<file path="config.mk">
export PLATFORM = sky130hd
export DESIGN_NAME = pmr_top
export DESIGN_NICKNAME = d
export VERILOG_FILES = /design/src/pmr_pkg.sv /design/src/pmr_cap_if.sv /design/src/pmr_sync2.sv /design/src/pmr_cap.sv /design/src/pmr_top.sv
export VERILOG_INCLUDE_DIRS = /design/src
export SDC_FILE = /design/constraint.sdc
export NUM_CORES = 1
export LEC_CHECK = 0
export BUFFER_PORTS_ARGS = -buffer_cell sky130_fd_sc_hd__buf_4
export CAP_MARGIN = 25
export CORE_MARGIN = 2
export CORE_UTILIZATION = 50
export DETAILED_ROUTE_END_ITERATION = 12
export PLACE_DENSITY = 0.82
export REMOVE_ABC_BUFFERS = 1
export SLEW_MARGIN = 25
export SYNTH_ARGS = -nofsm -noshare
export SYNTH_HDL_FRONTEND = slang
export SYNTH_SLANG_ARGS = --single-unit
</file>
<file path="constraint.sdc">
create_clock -name CLK -period 3.2 [get_ports CLK]
set_clock_uncertainty 0.1 [all_clocks]
set_input_delay 0.32 -clock CLK [delete_from_list [all_inputs] [get_ports CLK]]
set_output_delay 0.32 -clock CLK [all_outputs]
set_load 0.1 [all_outputs]
</file>
<file path="src/pmr_consts.svh">
// pmr_consts.svh: offsets, field positions and reset values of the
// power-management capability and control/status words.
// assumes: included by bare name from every design file that needs it.
`ifndef PMR_CONSTS_SVH
`define PMR_CONSTS_SVH

// configuration-space byte offsets of the two 16-bit words
`define PMR_OFS_CAP      8'h42
`define PMR_OFS_CSR      8'h44

// capability word fields
`define PMR_CAP_SUP_HI   15
`define PMR_CAP_SUP_LO   11
`define PMR_CAP_D3COLD   15
`define PMR_CAP_D3HOT    14
`define PMR_CAP_SUP_D2   13
`define PMR_CAP_SUP_D1   12
`define PMR_CAP_SUP_D0   11
`define PMR_CAP_D2       10
`define PMR_CAP_D1       9
`define PMR_CAP_RES_HI   8
`define PMR_CAP_RES_LO   6
`define PMR_CAP_DSI      5
`define PMR_CAP_AUX      4
`define PMR_CAP_CLK      3
`define PMR_CAP_VER_HI   2
`define PMR_CAP_VER_LO   0

// control/status word fields
`define PMR_CSR_STS      15
`define PMR_CSR_SCL_HI   14
`define PMR_CSR_SCL_LO   13
`define PMR_CSR_SEL_HI   12
`define PMR_CSR_SEL_LO   9
`define PMR_CSR_EN       8
`define PMR_CSR_RES_HI   7
`define PMR_CSR_RES_LO   2
`define PMR_CSR_PS_HI    1
`define PMR_CSR_PS_LO    0

// reset values
`define PMR_CAP_RST      16'h0001
`define PMR_SCALE_RST    32'h0000_0000

`endif

</file>
<file path="src/pmr_pkg.sv">
// pmr_pkg.sv: types shared by the power-management register block.
// assumes: nothing; holds types only.
package pmr_pkg;

    // power state encoding of the two-bit state field
    typedef enum logic [1:0] {
        PMR_D0 = 2'b00,
        PMR_D1 = 2'b01,
        PMR_D2 = 2'b10,
        PMR_D3 = 2'b11
    } pmr_pstate_t;

    typedef logic [15:0] pmr_word_t;

endpackage : pmr_pkg

</file>
<file path="src/pmr_cap_if.sv">
// pmr_cap_if.sv: carries the eeprom capability load and the word that
// results from it between the top and the capability holder.
// assumes: one clock; load is a one-cycle pulse.
`timescale 1ns/100ps
`default_nettype none

interface pmr_cap_if;
    logic              load;   // eeprom word valid
    pmr_pkg::pmr_word_t raw;   // word as read from eeprom
    pmr_pkg::pmr_word_t cap;   // word as seen by the host

    modport src (output load, output raw, input cap);
    modport dst (input load, input raw, output cap);
endinterface : pmr_cap_if

`default_nettype wire

</file>
<file path="src/pmr_sync2.sv">
// pmr_sync2.sv: two-flop synchroniser for one asynchronous level.
// assumes: the first flop is read by the second only.
`timescale 1ns/100ps
`default_nettype none

module pmr_sync2 #(
    parameter logic RST_VAL = 1'b1
) (
    input  wire logic clk,     // block clock
    input  wire logic resetn,  // synchronous reset, active low
    input  wire logic ce,      // clock enable
    input  wire logic d,       // asynchronous level
    output var  logic q        // synchronised level
);
    logic meta_reg;
    logic meta_next;
    logic q_next;

    // -------------------------------------------------------------
    // next values
    // -------------------------------------------------------------
    always_comb begin
        meta_next = d;
        q_next    = meta_reg;
    end

    // two stages: metastability settles in the first
    always_ff @(posedge clk) begin
        if (!resetn) begin
            meta_reg <= RST_VAL;
            q        <= RST_VAL;
        end else if (ce) begin
            meta_reg <= meta_next;
            q        <= q_next;
        end
    end
endmodule : pmr_sync2

`default_nettype wire

</file>
<file path="src/pmr_cap.sv">
// pmr_cap.sv: holds the capability word loaded from eeprom and applies
// the consistency masks the host must always see.
// assumes: eeprom word arrives as a one-cycle pulse on the same clock.
`timescale 1ns/100ps
`default_nettype none
`include "pmr_consts.svh"

module pmr_cap (
    input  wire logic clk,     // block clock
    input  wire logic resetn,  // power-on reset, active low
    input  wire logic ce,      // clock enable
    pmr_cap_if.dst    capi     // load in, word out
);
    pmr_pkg::pmr_word_t cap_reg;
    pmr_pkg::pmr_word_t cap_next;
    logic               any_sup;

    // -------------------------------------------------------------
    // load
    // -------------------------------------------------------------
    // every bit comes from eeprom; the host has no write path here
    always_comb begin
        cap_next = capi.load ? capi.raw : cap_reg;
    end

    always_ff @(posedge clk) begin
        if (!resetn) begin
            cap_reg <= `PMR_CAP_RST;
        end else if (ce) begin
            cap_reg <= cap_next;
        end
    end

    // -------------------------------------------------------------
    // masks on the visible word
    // -------------------------------------------------------------
    // reserved bits read zero; aux and clock bits cannot contradict
    // the support field even if the eeprom image is inconsistent
    always_comb begin
        any_sup  = |cap_reg[`PMR_CAP_SUP_HI:`PMR_CAP_SUP_LO];
        capi.cap = cap_reg;
        capi.cap[`PMR_CAP_RES_HI:`PMR_CAP_RES_LO] = 3'h0;
        capi.cap[`PMR_CAP_AUX] = cap_reg[`PMR_CAP_AUX]
                               & cap_reg[`PMR_CAP_D3COLD];
        capi.cap[`PMR_CAP_CLK] = cap_reg[`PMR_CAP_CLK] & any_sup;
    end
endmodule : pmr_cap

`default_nettype wire

</file>
<file path="src/pmr_top.sv">
// pmr_top.sv: power-management capability and control/status words
// of a bus function, reached through 16-bit configuration accesses.
// assumes: config strobes, eeprom load and wake event come from logic
// on CLK; HRESET_N is an asynchronous pin; RESETN is power-on reset.
`timescale 1ns/100ps
`default_nettype none
`include "pmr_consts.svh"

// Behaviour
// - capability word loaded from eeprom, host read-only
// - bits 15-11 flag event-capable power states
// - bit 10 D2 supported, bit 9 D1
// - capability bits 8-6 reserved, read zero
// - bit 5 flags device specific initialisation
// - aux power bit zero without D3cold support
// - bus clock bit zero without any support
// - status flag set on event regardless of enable
// - writing one clears status, zero ignored
// - status, select, enable cleared only at power-on
// - bits 14-13 read-only scale from select
// - bits 12-9 read-write data select
// - bit 8 enables event output, default zero
// - control bits 7-2 reserved, read-only
// - bits 1-0 power state, selects which support bit gates wake events
module pmr_top #(
    parameter int          WORD_W    = 16,             // config word width
    parameter logic [31:0] SCALE_TBL = `PMR_SCALE_RST  // 2 bits per select
) (
    input  wire logic        CLK,          // block clock, 100 MHz
    input  wire logic        RESETN,       // power-on reset, active low
    input  wire logic        CE,           // clock enable, freezes all
    input  wire logic        HRESET_N,     // hardware reset pin, async
    input  wire logic        EE_LOAD,      // eeprom capability valid
    input  wire logic [15:0] EE_WORD,      // eeprom capability word
    input  wire logic [7:0]  CFG_ADDR,     // config byte address
    input  wire logic [1:0]  CFG_BE,       // byte enables of the word
    input  wire logic        CFG_WE,       // config write strobe
    input  wire logic        CFG_RE,       // config read strobe
    input  wire logic [15:0] CFG_WDATA,    // config write data
    output var  logic [15:0] CFG_RDATA,    // config read data
    output var  logic        CFG_RVALID,   // read data valid pulse
    output var  logic [15:0] ALIAS_WORD,   // capability test alias
    input  wire logic        WAKE_EVENT,   // wake condition pulse
    output var  logic        EVENT_N_O,    // event pin level, low
    output var  logic        EVENT_N_OE_N  // event pin enable, low on
);

    // -------------------------------------------------------------
    // elaboration checks
    // -------------------------------------------------------------
    generate
        if (WORD_W != 16) begin : g_bad_width
            $error("pmr_top supports a 16-bit config word only");
        end
    endgenerate

    // -------------------------------------------------------------
    // declarations
    // -------------------------------------------------------------
    pmr_cap_if capi ();

    logic                 hrst_n_s;    // synchronised hardware reset
    logic                 sts_reg;     // event status flag
    logic                 sts_next;
    logic                 en_reg;      // event enable
    logic                 en_next;
    logic [3:0]           sel_reg;     // data select
    logic [3:0]           sel_next;
    pmr_pkg::pmr_pstate_t ps_reg;      // power state field
    pmr_pkg::pmr_pstate_t ps_next;
    logic [15:0]          rdata_next;
    logic                 rvalid_next;
    logic                 rd_csr_reg;  // last read hit control word
    logic                 rd_csr_next;
    logic [15:0]          alias_next;
    logic                 drive_reg;   // event pin pulled low
    logic                 drive_next;
    logic                 hit_cap;
    logic                 hit_csr;
    logic                 wr_hi;       // write to upper control byte
    logic                 wr_lo;       // write to lower control byte
    logic                 supp_now;    // event allowed in this state
    logic                 evt_set;
    logic [1:0]           scale_now;
    logic [15:0]          csr_word;

    // -------------------------------------------------------------
    // submodules
    // -------------------------------------------------------------
    // hardware reset is a pin, so it is synchronised before use
    pmr_sync2 #(
        .RST_VAL (1'b1)
    ) u_hrst_sync (
        .clk    (CLK),
        .resetn (RESETN),
        .ce     (CE),
        .d      (HRESET_N),
        .q      (hrst_n_s)
    );

    pmr_cap u_cap (
        .clk    (CLK),
        .resetn (RESETN),
        .ce     (CE),
        .capi   (capi.dst)
    );

    // eeprom word goes straight to the capability holder
    assign capi.load = EE_LOAD;
    assign capi.raw  = EE_WORD;

    // -------------------------------------------------------------
    // decode
    // -------------------------------------------------------------
    // writes to the capability offset decode to nothing: read-only
    always_comb begin
        hit_cap = (CFG_ADDR == `PMR_OFS_CAP);
        hit_csr = (CFG_ADDR == `PMR_OFS_CSR);
        wr_hi   = CFG_WE & hit_csr & CFG_BE[1];
        wr_lo   = CFG_WE & hit_csr & CFG_BE[0];
    end

    // -------------------------------------------------------------
    // event source
    // -------------------------------------------------------------
    // d3 uses the d3hot bit: with no clock in d3cold nothing runs here
    always_comb begin
        case (ps_reg)
            pmr_pkg::PMR_D0: supp_now = capi.cap[`PMR_CAP_SUP_D0];
            pmr_pkg::PMR_D1: supp_now = capi.cap[`PMR_CAP_SUP_D1];
            pmr_pkg::PMR_D2: supp_now = capi.cap[`PMR_CAP_SUP_D2];
            pmr_pkg::PMR_D3: supp_now = capi.cap[`PMR_CAP_D3HOT];
            default:         supp_now = 1'b0;
        endcase
        evt_set = WAKE_EVENT & supp_now;
    end

    // -------------------------------------------------------------
    // control/status state
    // -------------------------------------------------------------
    // set wins over a same-cycle clear so no event is lost
    always_comb begin
        sts_next = (sts_reg & ~(wr_hi & CFG_WDATA[`PMR_CSR_STS]))
                 | evt_set;
        en_next  = wr_hi ? CFG_WDATA[`PMR_CSR_EN] : en_reg;
        sel_next = wr_hi ? CFG_WDATA[`PMR_CSR_SEL_HI:`PMR_CSR_SEL_LO]
                         : sel_reg;
        ps_next  = ps_reg;
        if (!hrst_n_s) begin
            ps_next = pmr_pkg::PMR_D0;
        end else if (wr_lo) begin
            ps_next = pmr_pkg::pmr_pstate_t'(
                CFG_WDATA[`PMR_CSR_PS_HI:`PMR_CSR_PS_LO]);
        end
    end

    // sticky bits see only the power-on reset; hardware reset does
    // not reach them, so a wake survives a system reset
    always_ff @(posedge CLK) begin
        if (!RESETN) begin
            sts_reg <= 1'b0;
            en_reg  <= 1'b0;
            sel_reg <= 4'h0;
            ps_reg  <= pmr_pkg::PMR_D0;
        end else if (CE) begin
            sts_reg <= sts_next;
            en_reg  <= en_next;
            sel_reg <= sel_next;
            ps_reg  <= ps_next;
        end
    end

    // -------------------------------------------------------------
    // read path
    // -------------------------------------------------------------
    // scale is a fixed table indexed by the select field
    always_comb begin
        scale_now = SCALE_TBL[{sel_reg, 1'b0} +: 2];
        csr_word  = {sts_reg, scale_now, sel_reg, en_reg,
                     6'h00, ps_reg};
    end

    // unmapped offsets read zero; rdata holds until the next read
    always_comb begin
        rdata_next  = CFG_RDATA;
        rvalid_next = 1'b0;
        rd_csr_next = rd_csr_reg;
        if (CFG_RE) begin
            rvalid_next = 1'b1;
            rd_csr_next = hit_csr;
            if (hit_cap) begin
                rdata_next = capi.cap;
            end else if (hit_csr) begin
                rdata_next = csr_word;
            end else begin
                rdata_next = 16'h0000;
            end
        end
    end

    always_ff @(posedge CLK) begin
        if (!RESETN) begin
            CFG_RDATA  <= 16'h0000;
            CFG_RVALID <= 1'b0;
            rd_csr_reg <= 1'b0;
        end else if (CE) begin
            CFG_RDATA  <= rdata_next;
            CFG_RVALID <= rvalid_next;
            rd_csr_reg <= rd_csr_next;
        end
    end

    // -------------------------------------------------------------
    // pin and alias
    // -------------------------------------------------------------
    // pin follows the next flag values so it moves with the flags
    always_comb begin
        drive_next = sts_next & en_next;
        alias_next = capi.cap;
    end

    always_ff @(posedge CLK) begin
        if (!RESETN) begin
            drive_reg  <= 1'b0;
            ALIAS_WORD <= 16'h0000;
        end else if (CE) begin
            drive_reg  <= drive_next;
            ALIAS_WORD <= alias_next;
        end
    end

    // open drain: only ever pulls low, enable low while pulling
    assign EVENT_N_O    = 1'b0;
    assign EVENT_N_OE_N = ~drive_reg;
endmodule : pmr_top

`default_nettype wire

</file>
# Yosys cells after proc, flatten, opt, wreduce, memory -nomap -nowiden
# Cells that the tools add are included.
# totals
reg_bits,57
inputBits,50
wordCells,43
# classes
n_shift,1
n_reduce_logical,6
n_mux,7
bitwise,12
eq_ne,6
# ops
operator,count
2-to-1 mux 16 bit,2
"indexed part select 32 x 6 -> 2 bit, first input constant",1
"equality test 8 x 7 -> 1 bit, second input constant",2
AND 1 bit,9
AND reduction 2 bit,4
OR reduction 5 bit,1
"equality test 2 bit, second input constant",2
2-to-1 mux 2 bit,2
case mux 1 bit (4 select lines),1
"equality test 2 x 1 -> 1 bit, second input constant",1
zero test 2 bit,1
2-to-1 mux 1 bit,2
"inequality test 2 bit, second input constant",1
inverter 1 bit,2
OR 1 bit,1

# Longest topological paths before layout
# depth
word_depth,8
depth_mapped,6
depth_no_buf,4

# Hierarchy
# From an unflattened synthesis, not the netlist that was laid out.
# unflattened
cells_unflattened,252
hier_area_um2,2442.3
# modules_own_cells
mod,seq_area_each_um2,cells_each,area_per_inst_um2,instances
pmr_top,840.8,171,1687.9,1
pmr_cap,260.2,75,686.9,1
pmr_sync2,40.0,6,67.6,1

# Worst setup path before layout
# Ideal clock, no wire load.
# synth_timing
path_type,in2reg
startpoint,input CFG_ADDR[7]
endpoint,register ps_reg[0]
setup_time_ps,119
arrival_time_ps,1457
cell_stages,4
required_time_ps,2981
path_slack_ps,1523
cell_sequence,or4b_4 -> o41a_1 -> o21ai_1 -> a21oi_1
# synth_between
elab_chain_len,5
# synth_rtl
item,line_no,source
from (decl),pmr_top.sv:35,"input wire logic [7:0] CFG_ADDR,"
equality test 8 x 7 -> 1 bit (no line),--,
AND 1 bit (2 in series),pmr_top.sv:120,wr_lo = CFG_WE & hit_csr & CFG_BE[0];
inequality test 2 bit (no line),--,
AND reduction 2 bit (no line),--,
to (signal assigned),pmr_top.sv:164,ps_reg <= pmr_pkg::PMR_D0;
to (signal assigned),pmr_top.sv:169,ps_reg <= ps_next;
to (decl),pmr_top.sv:69,pmr_pkg::pmr_pstate_t ps_reg;
# Every way passes these cells.
# A chain may end at the register's enable or synchronous reset.

# Final worst setup path
# layout_timing
startpoint,input CFG_ADDR[7]
endpoint,register CFG_RDATA[4]
# layout_between
elab_chain_len,2
# layout_rtl
item,line_no,source
equality test 8 x 7 -> 1 bit (no line),--,
2-to-1 mux 16 bit,pmr_top.sv:191,if (hit_cap) begin
to (signal assigned),pmr_top.sv:207,CFG_RDATA <= rdata_next;
to (decl),pmr_top.sv:40,"output var logic [15:0] CFG_RDATA,"
# Every way passes these cells.

==> reports/results.ini <==
[worst_setup_path]
crit_family=simple AND/OR/NAND/NOR gates
critPathMaxStageDelay_ns=0.57
worst-path-buf-inv=1
path_max_fanout=5
worst-setup-path-type=input port to flop
cp_cell_sequence=buf_4 > or4b_4 > nor4_2 > a32oi_1 > nor2_1
worstPathRequired_ns=3.34
endpoint_kind=flop
crit_arrival_ns=1.81
start_kind=input port
crit_path_top_delay_cell=or4b_4

[clocking]
clock_latency_ns=0.30
cts_max_level=2
cts_tree=yes
path_clk_slew_ns=0.09
post_cts_buffers=0
cts.sinks=52
clock_tree.root_cell=clkbuf_8
cts_made_buffers=5
postCtsHoldBufs=0
ctsResizeCount=0
clk_path_buf_depth=2

[synth]
ys_types=34
yosys_warnings=0
synth-xor-area-share_pct=0
synth_edf_count=0
avgSynthCellArea_um2=8.994
synthesis.area_um2=2150
async_reset_ff_share_pct=0
muxShareOfSynthArea_pct=9.430
synth_top_family_by_area=simple AND/OR/NAND/NOR gates
synth-simple-area-share_pct=22.76
yosys.area_share.adder_pct=0
seq_area_frac_synth_pct=48.43
synth-compound-area-share_pct=12.98
synthCells=239
synth_flop_cell=dfxtp_1
ys_seq_elements=52

[grt]
grt_max_degree=35
grt_pass1_vias=1835
antenna_found_initial=0
grt_overflow=0
grt_use_total_pct=21.31
grt_pass1_wl_mm=8.307

[floorplan]
ios=85
dieArea_um2=4839
initial_core_util_pct=52.98
die_y_um=69.57
core-area_um2=4058
std_cell_rows=23
die_x_um=69.57

[layout]
drive_gt1_share_pct=28.24
fin_cells=351
area_delta_synth_final_pct=28.06
fin_nets=350
antenna_cells=0
final_common_cell=buf_4
largest_reg_flops=14
fillers=331
final_cell_mix=buf_4 (69), dfxtp_1 (52), nand2_1 (43)

[flow_run]
cap_viol_max_count=0

[timing]
rsz0062_at_grt=no
hold_viol_final=0
setup_tns_ns=0
drv_slew=0
finalCriticalPeriod_ns=1.665
maxSlewHeadroom_pct=56.43
fin_crit_sh_pct=52.03
max_freq_mhz=600.6
worst_pin_slew_ns=0.6482
setup_violations=0

[power_and_ir_drop]
p_leak_nw=1.178
cellPowerDensity_nw_per_um2=487.7
power_mw=1.343
ir_drop_mv=0.3886

[worst_hold_path]
hp-class=input port to flop

[placed_design]
hpwl_mm=3.578
dp_cells=343
io_buffers=67
gp_congestion=0.8374

[drt]
via_per_inst=5.444
totalWireLength_mm=4.990
num_vias=1911
drc=0
postRouteAntennaNets=0
wl_per_cell_um=14.22
dr.pass1.iters=4
drtIter0Drc=104

[outcome]
status=complete, no violations

==> path summary, 6_finish.rpt <==
| kind | start | endpoint | slack [ns] | cells past startpoint |
|---|---|---|---|---|
| min | RESETN | u_hrst_sync.meta_reg | 0.12 | 2 |
| max reg2reg | ps_reg[0] | sts_reg | 1.64 | 3 |
| max | CFG_ADDR[7] | CFG_RDATA[4] | 1.53 | 5 |
| min reg2reg | CFG_RDATA[3] | CFG_RDATA[3] | 0.35 | 2 |
==> metrics by stage <==
step | util (%) | hold WS [ns] | area [um2] | setup slack [ns]
after floorplan | - | 0.2819 | 2046 | 1.475
after global placement | 64.72 | 0.3403 | 2626 | 1.303
after detailed placement | 64.72 | 0.3475 | 2626 | 1.234
after CTS | 67.84 | 0.1138 | 2753 | 1.582
after global routing | 67.84 | 0.1218 | 2753 | 1.479
final | 67.84 | 0.1203 | 2753 | 1.535
==> cell type report <==
| cell class | instances | area, um2 | share of cell area (%) |
|---|---|---|---|
| Sequential cell | 52 | 1041 | 37.82 |
| Multi-Input combinational cell | 169 | 993.5 | 36.09 |
| Timing Repair Buffer | 69 | 518.0 | 18.82 |
| Clock buffer | 7 | 96.34 | 3.500 |
| Tap cell | 50 | 62.56 | 2.273 |
| Clock inverter | 1 | 30.03 | 1.091 |
| Inverter | 3 | 11.26 | 0.4091 |
==> layer usage <==
| metal | track usage (%) | wire (um) | up-vias |
|---|---|---|---|
| met3 | 7.122 | 404 | 6 |
| met1 | 26.17 | 2050 | 896 |
| li1 | - | - | 936 |
| met4 | 5.882 | 46 | 0 |
| met5 | 0 | 0 | - |
| met2 | 35.68 | 2489 | 73 |
==> cell usage after synthesis, drive strengths merged, types with 3 or more instances <==
cell	instances	share of area [%]
buf	10	3.5
dfxtp	52	48
o21ai	4	0.93
or3	7	2.0
nand3	4	0.93
nor2	23	4.0
inv	3	0.52
mux2i	18	8.4
nand4	5	1.5
nand2	44	7.8
clkbuf	10	2.2
a22oi	12	4.2
a21oi	25	5.8
==> logic make-up (layout without fill, tap and decap cells) <==
group,after synthesis,after routing
AOI/OAI and AO/OA,46,46
buffers and inverters,23,80
DFF,52,52
muxes,19,19
other,1,6
and+or+nand+nor,98,98
==> report_power, final <==
| part | switching [mW] | total (mW) | internal, mW |
|---|---|---|---|
| registers | 0.0132 | 0.676 | 0.662 |
| logic | 0.127 | 0.187 | 0.0600 |
| clock network | 0.204 | 0.480 | 0.276 |
No activity file was read; power rests on OpenSTA's default activity.
